### src/entry_trace_pkg.sv
package entry_trace_pkg;
    localparam int PC_W = 24;
    localparam int WORD_W = 16;
    localparam int VEC_W = 7;
    localparam int VEC_COUNT = 71;
    localparam logic [PC_W-1:0] VEC_TABLE_END = 24'h00011b;
    // table layout, in entries
    localparam logic [VEC_W-1:0] EXC_BASE = 7'h00;
    localparam logic [VEC_W-1:0] TRAP_BASE = 7'h10;
    localparam logic [VEC_W-1:0] EVENT_BASE = 7'h20;
    localparam logic [VEC_W-1:0] SWI_BASE = 7'h40;
    // six bound exception entries; 7'h06 to 7'h0f stay unused
    localparam logic [VEC_W-1:0] EXC_RESET = 7'h00;
    localparam logic [VEC_W-1:0] EXC_BREAK = 7'h01;
    localparam logic [VEC_W-1:0] EXC_TRACE = 7'h02;
    localparam logic [VEC_W-1:0] EXC_STACK = 7'h03;
    localparam logic [VEC_W-1:0] EXC_DIVIDE = 7'h04;
    localparam logic [VEC_W-1:0] EXC_USER_RET = 7'h05;
    localparam logic [VEC_W-1:0] EXC_LAST_USED = 7'h05;
    // program_status_word fields
    localparam int PSW_SM_BIT = 15;
    localparam int STATUS_SINGLE_STEP_BIT_BIT = 14;
    localparam logic [WORD_W-1:0] PSW_USER_LOCK = 16'hcf00;
    localparam logic [WORD_W-1:0] PSW_RESET_VAL = 16'h8000;
    localparam logic [WORD_W-1:0] SSP_RESET_VAL = 16'h0100;
    localparam logic [WORD_W-1:0] WORD_BYTES = 16'h0002;
    localparam logic [7:0] PAD_BYTE = 8'h00;
    // frame word index, in push order
    localparam logic [1:0] FW_LOW = 2'h0;
    localparam logic [1:0] FW_HIGH = 2'h1;
    localparam logic [1:0] FW_PSW = 2'h2;
    typedef enum logic [4:0]
    {
        st_idle  = 5'h01,
        st_exec  = 5'h02,
        st_next  = 5'h04,
        st_push  = 5'h08,
        st_fetch = 5'h10
    } seq_state_type;
endpackage

### src/interrupt_entry_trace_unit.sv
// Notes on behaviour
// RL1 - every frame goes on system stack
// RL2 - reset reloads stack pointer, builds no frame
// RL3 - push low pc, padded high byte, status
// RL4 - page zero mode omits high address word
// RL5 - frame: one or two pc words, one status
// RL6 - vectors live below code address 11b hex
// RL7 - entry gives routine address and new status
// RL8 - software keeps routines word aligned, low 64k
// RL9 - new status sets mode, bank, priority
// RL10 - exceptions, traps, events, software interrupts in order
// RL11 - six exception vectors used, ten reserved
// RL12 - single step raises trace after each instruction
// RL13 - step flag sampled at instruction start
// RL14 - invalid instructions skipped, never traced
// RL15 - user mode return gives exception, no trace
// RL16 - user mode return raises exception interrupt
// RL17 - trace first, then pending interrupt
// RL18 - reset aborts at any step
// RL19 - instruction setting the flag is untraced
// RL20 - trap, then trace, then event interrupt
// RL21 - step flag writable only in system mode
// RL22 - return restores flag from stacked status
// RL23 - entry n read at four n, address first
// RL24 - trace frame returns to following instruction
`timescale 1ns/1ps
module interrupt_entry_trace_unit
    import entry_trace_pkg::*;
#(
    parameter int              VEC_N    = VEC_COUNT,
    parameter logic [WORD_W-1:0] SSP_INIT = SSP_RESET_VAL
)
(
    input  wire logic              clk,              // core clock
    input  wire logic              rst,              // async reset, high
    input  wire logic              page_zero_select, // 16-bit address mode
    input  wire logic              ins_go,           // instruction cycle starts
    input  wire logic              ins_defined,      // opcode is defined
    input  wire logic              ins_allowed,      // operation allowed in mode
    input  wire logic              ins_is_return,    // return_from_interrupt op
    input  wire logic              ins_is_trap,      // trap instruction
    input  wire logic [3:0]        ins_trap_num,     // trap number
    input  wire logic [PC_W-1:0]   next_pc,          // address of next instruction
    output logic                   exec_go,          // execute now, pulse
    input  wire logic              exec_done,        // execution finished, pulse
    input  wire logic              psw_wr,           // software status write
    input  wire logic [WORD_W-1:0] psw_wr_data,      // written status
    input  wire logic              psw_ret_load,     // return restores status
    input  wire logic [WORD_W-1:0] psw_ret_data,     // status popped from frame
    input  wire logic              irq_req,          // arbitrated interrupt pending
    input  wire logic [VEC_W-1:0]  irq_vec,          // its vector number
    output logic                   irq_ack,          // interrupt taken, pulse
    output logic                   ins_done,         // sequence complete, pulse
    output logic                   pc_load,          // jump to pc_new, pulse
    output logic [PC_W-1:0]        pc_new,           // service routine address
    output logic [WORD_W-1:0]      program_status_word, // current status
    output logic [WORD_W-1:0]      sys_stack_ptr,    // system stack pointer
    output logic                   code_rd,          // code read request
    output logic [PC_W-1:0]        code_addr,        // code byte address
    input  wire logic [WORD_W-1:0] code_rdata,       // code word
    input  wire logic              code_ack,         // code read done
    output logic                   stack_wr,         // stack write request
    output logic [WORD_W-1:0]      stack_addr,       // stack byte address
    output logic [WORD_W-1:0]      stack_wdata,      // stack word
    input  wire logic              stack_ack         // stack write done
);

    generate
        if (VEC_N < 1 || VEC_N > VEC_COUNT)
        begin : g_bad_vec
            $error("vector count out of range");
        end
    endgenerate

    seq_state_type     state_r;
    logic              tm_latched_r;
    logic              trap_r;
    logic [3:0]        trap_num_r;
    logic              chain_r;
    logic [VEC_W-1:0]  vec_r;
    logic [1:0]        fw_r;
    logic              fv_r;
    logic [PC_W-1:0]   ret_addr_r;
    logic [PC_W-1:0]   pc_new_r;
    logic [WORD_W-1:0] psw_r;
    logic [WORD_W-1:0] ssp_r;
    logic              exec_go_r;
    logic              irq_ack_r;
    logic              ins_done_r;
    logic              pc_load_r;
    logic              code_rd_r;
    logic [PC_W-1:0]   code_addr_r;
    logic              stack_wr_r;
    logic [WORD_W-1:0] stack_addr_r;
    logic [WORD_W-1:0] stack_wdata_r;
    logic              user_mode;
    logic              irq_ok;
    logic              push_ack;
    logic              fetch_ack;

    // entry n holds its address word at 4n and status word at 4n+2
    function automatic logic [PC_W-1:0] vec_addr(input logic [VEC_W-1:0] v,
                                                 input logic second);
        vec_addr = {{(PC_W-VEC_W-2){1'b0}}, v, second, 1'b0}; // see RL23
    endfunction

    function automatic logic [WORD_W-1:0] frame_word(input logic [1:0] idx,
                                                     input logic [PC_W-1:0] ra,
                                                     input logic [WORD_W-1:0] ps);
        unique case (idx)
            FW_LOW:  frame_word = ra[WORD_W-1:0];              // see RL3
            FW_HIGH: frame_word = {PAD_BYTE, ra[PC_W-1:WORD_W]}; // see RL3
            default: frame_word = ps;                          // see RL5
        endcase
    endfunction

    assign user_mode = ~psw_r[PSW_SM_BIT];
    // an interrupt vector number past the table is never taken
    assign irq_ok    = irq_req && (irq_vec < VEC_W'(VEC_N))             // see RL6
                       && !((irq_vec > EXC_LAST_USED) && (irq_vec < TRAP_BASE)); // see RL11
    assign push_ack  = (state_r == st_push) && stack_wr_r && stack_ack;
    assign fetch_ack = (state_r == st_fetch) && code_rd_r && code_ack;

    // instruction sequencer; reset aborts anywhere and restarts at reset entry
    always_ff @(posedge clk or posedge rst)                  // see RL18
    begin
        if (rst)
        begin
            state_r      <= st_fetch;                        // see RL2
            vec_r        <= EXC_RESET;
            fv_r         <= 1'b0;
            fw_r         <= FW_LOW;
            chain_r      <= 1'b0;
            tm_latched_r <= 1'b0;
            trap_r       <= 1'b0;
            trap_num_r   <= '0;
            ret_addr_r   <= '0;
            pc_new_r     <= '0;
            exec_go_r    <= 1'b0;
            irq_ack_r    <= 1'b0;
            ins_done_r   <= 1'b0;
            pc_load_r    <= 1'b0;
            code_rd_r    <= 1'b0;
            code_addr_r  <= '0;
            stack_wr_r   <= 1'b0;
            stack_addr_r <= '0;
            stack_wdata_r <= '0;
        end
        else
        begin
            exec_go_r  <= 1'b0;
            irq_ack_r  <= 1'b0;
            ins_done_r <= 1'b0;
            pc_load_r  <= 1'b0;
            unique case (state_r)
                st_idle:
                begin
                    if (ins_go)
                    begin
                        tm_latched_r <= psw_r[STATUS_SINGLE_STEP_BIT_BIT];   // see RL13, RL19
                        trap_r       <= ins_is_trap;
                        trap_num_r   <= ins_trap_num;
                        if (!(ins_defined && ins_allowed))
                        begin
                            ins_done_r <= 1'b1;              // see RL14
                        end
                        else if (ins_is_return && user_mode)
                        begin
                            // not executed, so never traced
                            ret_addr_r <= next_pc;
                            vec_r      <= EXC_USER_RET;      // see RL15, RL16
                            chain_r    <= 1'b0;
                            fw_r       <= FW_LOW;
                            state_r    <= st_push;
                        end
                        else
                        begin
                            exec_go_r <= 1'b1;
                            state_r   <= st_exec;
                        end
                    end
                end
                st_exec:
                begin
                    if (exec_done)
                    begin
                        ret_addr_r <= next_pc;               // see RL24
                        state_r    <= st_next;
                    end
                end
                st_next:
                begin
                    fw_r    <= FW_LOW;
                    chain_r <= 1'b1;
                    if (trap_r)
                    begin
                        trap_r  <= 1'b0;
                        vec_r   <= TRAP_BASE + {3'h0, trap_num_r}; // see RL10, RL20
                        state_r <= st_push;
                    end
                    else if (tm_latched_r)
                    begin
                        tm_latched_r <= 1'b0;
                        vec_r        <= EXC_TRACE;          // see RL12, RL17
                        state_r      <= st_push;
                    end
                    else if (irq_ok)
                    begin
                        irq_ack_r <= 1'b1;                  // see RL17, RL20
                        vec_r     <= irq_vec;
                        state_r   <= st_push;
                    end
                    else
                    begin
                        ins_done_r <= 1'b1;
                        state_r    <= st_idle;
                    end
                end
                st_push:
                begin
                    if (!stack_wr_r)
                    begin
                        stack_wr_r    <= 1'b1;
                        stack_addr_r  <= ssp_r - WORD_BYTES; // see RL1
                        stack_wdata_r <= frame_word(fw_r, ret_addr_r, psw_r);
                    end
                    else if (stack_ack)
                    begin
                        stack_wr_r <= 1'b0;
                        if (fw_r == FW_PSW)
                        begin
                            fv_r    <= 1'b0;
                            state_r <= st_fetch;
                        end
                        else if (fw_r == FW_LOW && page_zero_select)
                        begin
                            fw_r <= FW_PSW;                  // see RL4, RL5
                        end
                        else
                        begin
                            fw_r <= fw_r + 2'h1;             // see RL3
                        end
                    end
                end
                st_fetch:
                begin
                    if (!code_rd_r)
                    begin
                        code_rd_r   <= 1'b1;
                        code_addr_r <= vec_addr(vec_r, fv_r); // see RL6, RL23
                    end
                    else if (code_ack)
                    begin
                        code_rd_r <= 1'b0;
                        if (!fv_r)
                        begin
                            // only 16 address bits exist in a vector
                            pc_new_r <= {PAD_BYTE, code_rdata}; // see RL7
                            fv_r     <= 1'b1;
                        end
                        else
                        begin
                            pc_load_r  <= 1'b1;
                            ret_addr_r <= pc_new_r;          // see RL20
                            state_r    <= chain_r ? st_next : st_idle;
                            ins_done_r <= ~chain_r;
                        end
                    end
                end
            endcase
        end
    end

    // status word: vector load, frame restore, then software write
    always_ff @(posedge clk or posedge rst)
    begin
        if (rst)
        begin
            psw_r <= PSW_RESET_VAL;
        end
        else if (fetch_ack && fv_r)
        begin
            psw_r <= code_rdata;                             // see RL7, RL9
        end
        else if (psw_ret_load)
        begin
            psw_r <= psw_ret_data;                           // see RL22
        end
        else if (psw_wr)
        begin
            // user code cannot touch mode, step flag or priority
            psw_r <= user_mode ? ((psw_r & PSW_USER_LOCK) | (psw_wr_data & ~PSW_USER_LOCK))
                               : psw_wr_data;                // see RL21
        end
    end

    // system stack pointer; a reset frees any frame in flight
    always_ff @(posedge clk or posedge rst)
    begin
        if (rst)
        begin
            ssp_r <= SSP_INIT;                               // see RL2
        end
        else if (push_ack)
        begin
            ssp_r <= ssp_r - WORD_BYTES;                     // see RL1
        end
    end

    assign exec_go             = exec_go_r;
    assign irq_ack             = irq_ack_r;
    assign ins_done            = ins_done_r;
    assign pc_load             = pc_load_r;
    assign pc_new              = pc_new_r;
    assign program_status_word = psw_r;
    assign sys_stack_ptr       = ssp_r;
    assign code_rd             = code_rd_r;
    assign code_addr           = code_addr_r;
    assign stack_wr            = stack_wr_r;
    assign stack_addr          = stack_addr_r;
    assign stack_wdata         = stack_wdata_r;
endmodule

### config.mk
export PLATFORM = sky130hd
export DESIGN_NAME = interrupt_entry_trace_unit
export DESIGN_NICKNAME = d
export VERILOG_FILES = /design/src/entry_trace_pkg.sv /design/src/interrupt_entry_trace_unit.sv
export SDC_FILE = /design/constraint.sdc
export NUM_CORES = 1
export LEC_CHECK = 0
export BUFFER_PORTS_ARGS = -buffer_cell sky130_fd_sc_hd__buf_2
export CORE_MARGIN = 10
export CORE_UTILIZATION = 25
export DETAILED_ROUTE_END_ITERATION = 16
export GPL_ROUTABILITY_DRIVEN = 0
export PLACE_DENSITY = 0.57
export SLEW_MARGIN = 10
export SYNTH_ARGS = -nofsm -noshare
export SYNTH_HDL_FRONTEND = slang
export SYNTH_SLANG_ARGS = --single-unit
### constraint.sdc
create_clock -name clk -period 4 [get_ports clk]
set_input_delay 0.2 -clock clk [delete_from_list [all_inputs] [get_ports clk]]
set_output_delay 0.2 -clock clk [all_outputs]
set_load 0.02 [all_outputs]
==> reports/metrics.cfg <==
[global_routing]
grt_start_max_net_pins=99
track_usage=0.1208
grt_pass1_wl_um=31660
grt_remaining_overflow=0
globalRouteMet3Util=0.03446
top_usage_layer=met2
gr-usage-met2=0.1876
grt_pass1_vias=5643
use_met1=0.1525
antenna_found_initial=7

[synthesis]
synthTopCellsByArea=dfrtp_1 (50%), nand2_1 (6.1%), mux2_2 (5.7%)
synthArstFlopShare=1.000
ys_seq_elements=138
synth_ff_type=dfrtp_1
synth_top_area_frac=0.5012
synthMuxAreaShare=0.1118
syn-instance-count=679
synthesis.area_sq_um=6740
synth_top_family_by_area=simple AND/OR/NAND/NOR gates
ys_seq_area_frac=0.5129
synthSimpleGateAreaFrac=0.1533
synth_common_cells=dfrtp_1 (135), nand2_1 (109), nor2_1 (66)
yosysMostFrequentCell=dfrtp_1
synth_edf_count=0
synth-warning-count=0
synthXorXnorAreaFrac=0.03508
synth-compound-area-share=0.1145
yosysTopAreaCell=dfrtp_1
synth_cell_types=53
syn_avg_cell_area_sq_um=9.927
synthAdderAreaFrac=0.007425

[timing]
setup_tns_ps=0
min_period_ps=2840
grt_setup_unrepaired=no
finalMaxSlewViolations=0
post-route-period-util=0.7101
hold_viol=27
relSlewSlack=0.3459
setup_slack_ps=1160
finalSetupViolCount=0
holdWs_ps=-51.09
clock.fmax_mhz=352.1
clock_skew_ps=10.46
worst_slew_pin_slew_ps=981.2

[detailed_routing]
num_vias=5503
wl_per_cell_um=16.94
drc_errors=0
drt_first_pass_iters=5
drt_iter0_drc=397
routed_wl_um=20890
ant_nets=0
via_per_inst=4.463

[min_path]
hp-class=in2async

[placement]
place_area_sq_um=7918
pre_cts_ws_ps=1162
portBuffers=188
place_hpwl_um=16050

[cts]
insertion_delay_ps=420
cts_inserted_buffers=17
cts-hold-fix-buffers=13
cts-resized-gates=0
h-tree-depth=4
root_buffer=clkbuf_16
cts_num_sinks=138
path_clk_slew_ps=60
cts_tree=yes
clockBufferDepth=2
cts_setup_buffers=0

[floorplanning]
die_x_um=184.2
core_sq_um=26730
start_util=0.2522
ioPinCount=215
row_count=60
die_area_sq_um=33930
die-height_um=184.2

[worst_setup_path]
cp_max_fo=18
regToRegStartpoint=state_r[1]$_DFFE_PP0P_
critical_path.cell_chain=or4b_1, nor3_1, a211o_1, a211o_1, buf_4, mux2i_1
slowest_delay_ps=750
startpoint_type=flip-flop
worst_path_most_repeated_cell=a211o_1
arrival_ps=3170
cp.required_ps=4330
crit_start=state_r[1]$_DFFE_PP0P_
endpoint_kind=flip-flop
critPathKind=reg2reg
slowest_stage=a211o_1

[final_layout]
area_growth_pct=29.20
fin_nets=974
fillers=2831
finalInstanceArea_sq_um=8708
post_route_cells_drive_above_1_share=0.3160

[pwr]
peakVddDrop_uv=300.1
powerDensity_nw_per_um2=725.0
leakage_nw=4.326

[run_status]
outcome=finished, violations left
violations=negative hold slack

[job]
maxCapViolCount=0

-- cells by family (layout without fill, tap and decap cells) --
group	after synthesis	after routing
AND/OR/NAND/NOR	234	234
flip-flops	138	138
AO/OA/AOI/OAI	130	130
buffers and inverters	80	262
multiplexers	65	65
XOR/XNOR	27	27
adder cells (fa/ha/maj)	4	4
other	1	32
-- state kept, by name, indices dropped and copies added (netlist names), 5 cells and up --
name                 flops
state_r                  5
stack_addr              15
sys_stack_ptr           15
ret_addr_r              24
stack_wdata             16
code_addr                8
vec_r                    7
pc_new                  16
program_status_word     16
-- final timing paths --
path / endpoint / slack (ps) / depth (start not counted)
setup / recovery: ret_addr_r[21]$_DFFE_PP0P_ / 1160 / 6
hold / removal: stack_addr[3]$_DFFE_PP0P_ / -50 / 2
setup reg to reg: ret_addr_r[21]$_DFFE_PP0P_ / 1160 / 6
hold reg to reg: vec_r[3]$_DFFE_PP0P_ / 500 / 1
max in group asynchronous: stack_wdata[2]$_DFFE_PP0P_ / 3110 / 3
min in group clk: trap_num_r[1]$_DFFE_PP0P_ / 20 / 2
-- report_power, final --
group          internal, W  switching (W)
registers          0.00187       0.000394
clock network      0.00113       0.000609
logic             0.000951        0.00136
-- per-stage QoR --
| step | std cells | power, W | hold slack [ps] | util |
|---|---|---|---|---|
| floorplan | 704 | 0.003878 | 316.8 | - |
| global placement | 1182 | 0.004556 | 426.0 | 0.2963 |
| detailed placement | 1182 | 0.004594 | 424.2 | 0.2963 |
| CTS | 1227 | 0.006371 | 2.274 | 0.3253 |
| global route | 1230 | 0.006723 | 9.760 | 0.3256 |
| finish | 1233 | 0.006314 | -51.09 | 0.3258 |
-- cell type report --
cell class / instances / area [sq um] / share of cell area
Sequential cell: 138 / 3457 / 0.3970
Multi-Input combinational cell: 486 / 2953 / 0.3391
Timing Repair Buffer: 208 / 1124 / 0.1290
Clock buffer: 21 / 450.4 / 0.05172
Tap cell: 341 / 426.7 / 0.04899
Clock inverter: 11 / 195.2 / 0.02241
Inverter: 22 / 87.58 / 0.01006
Antenna cell: 6 / 15.01 / 0.001724
-- critical path: cells and delay by family, from the launching register on --
kind	cells	cell delay, ps
AOI/OAI and AO/OA	2	990
buffers and inverters	1	300
DFF	1	490
and+or+nand+nor	2	770
muxes	1	200
-- layout by cell type, fill, tap and decap left out, drive strengths merged, types with 3 or more instances in the layout --
cell type,n
and2,3
nand4,4
clkbuf,21
dfrtp,135
a22oi,9
nor3b,11
mux2,46
mux2i,19
nor2b,5
inv,24
a31oi,10
nor2,68
conb,26
nor3,8
diode,6
buf,195
ha,4
clkinv,4
dlygate4sd3,13
bufinv,5
dfstp,3
o21ai,27
nand3,14
xor2,10
o2bb2ai,3
nand2,109
xnor2,17
a221o,3
a21oi,59
-- per-layer routing --
metal  routed length [um]  part of all wire  vias up
li1                     -                 -     2672
met1                 9623              0.46     2629
met2                 9591              0.46      173
met3                 1179             0.056       27
met4                  480             0.023        2
met5                   12           0.00057        -
Power figures use the tool's default switching activity.
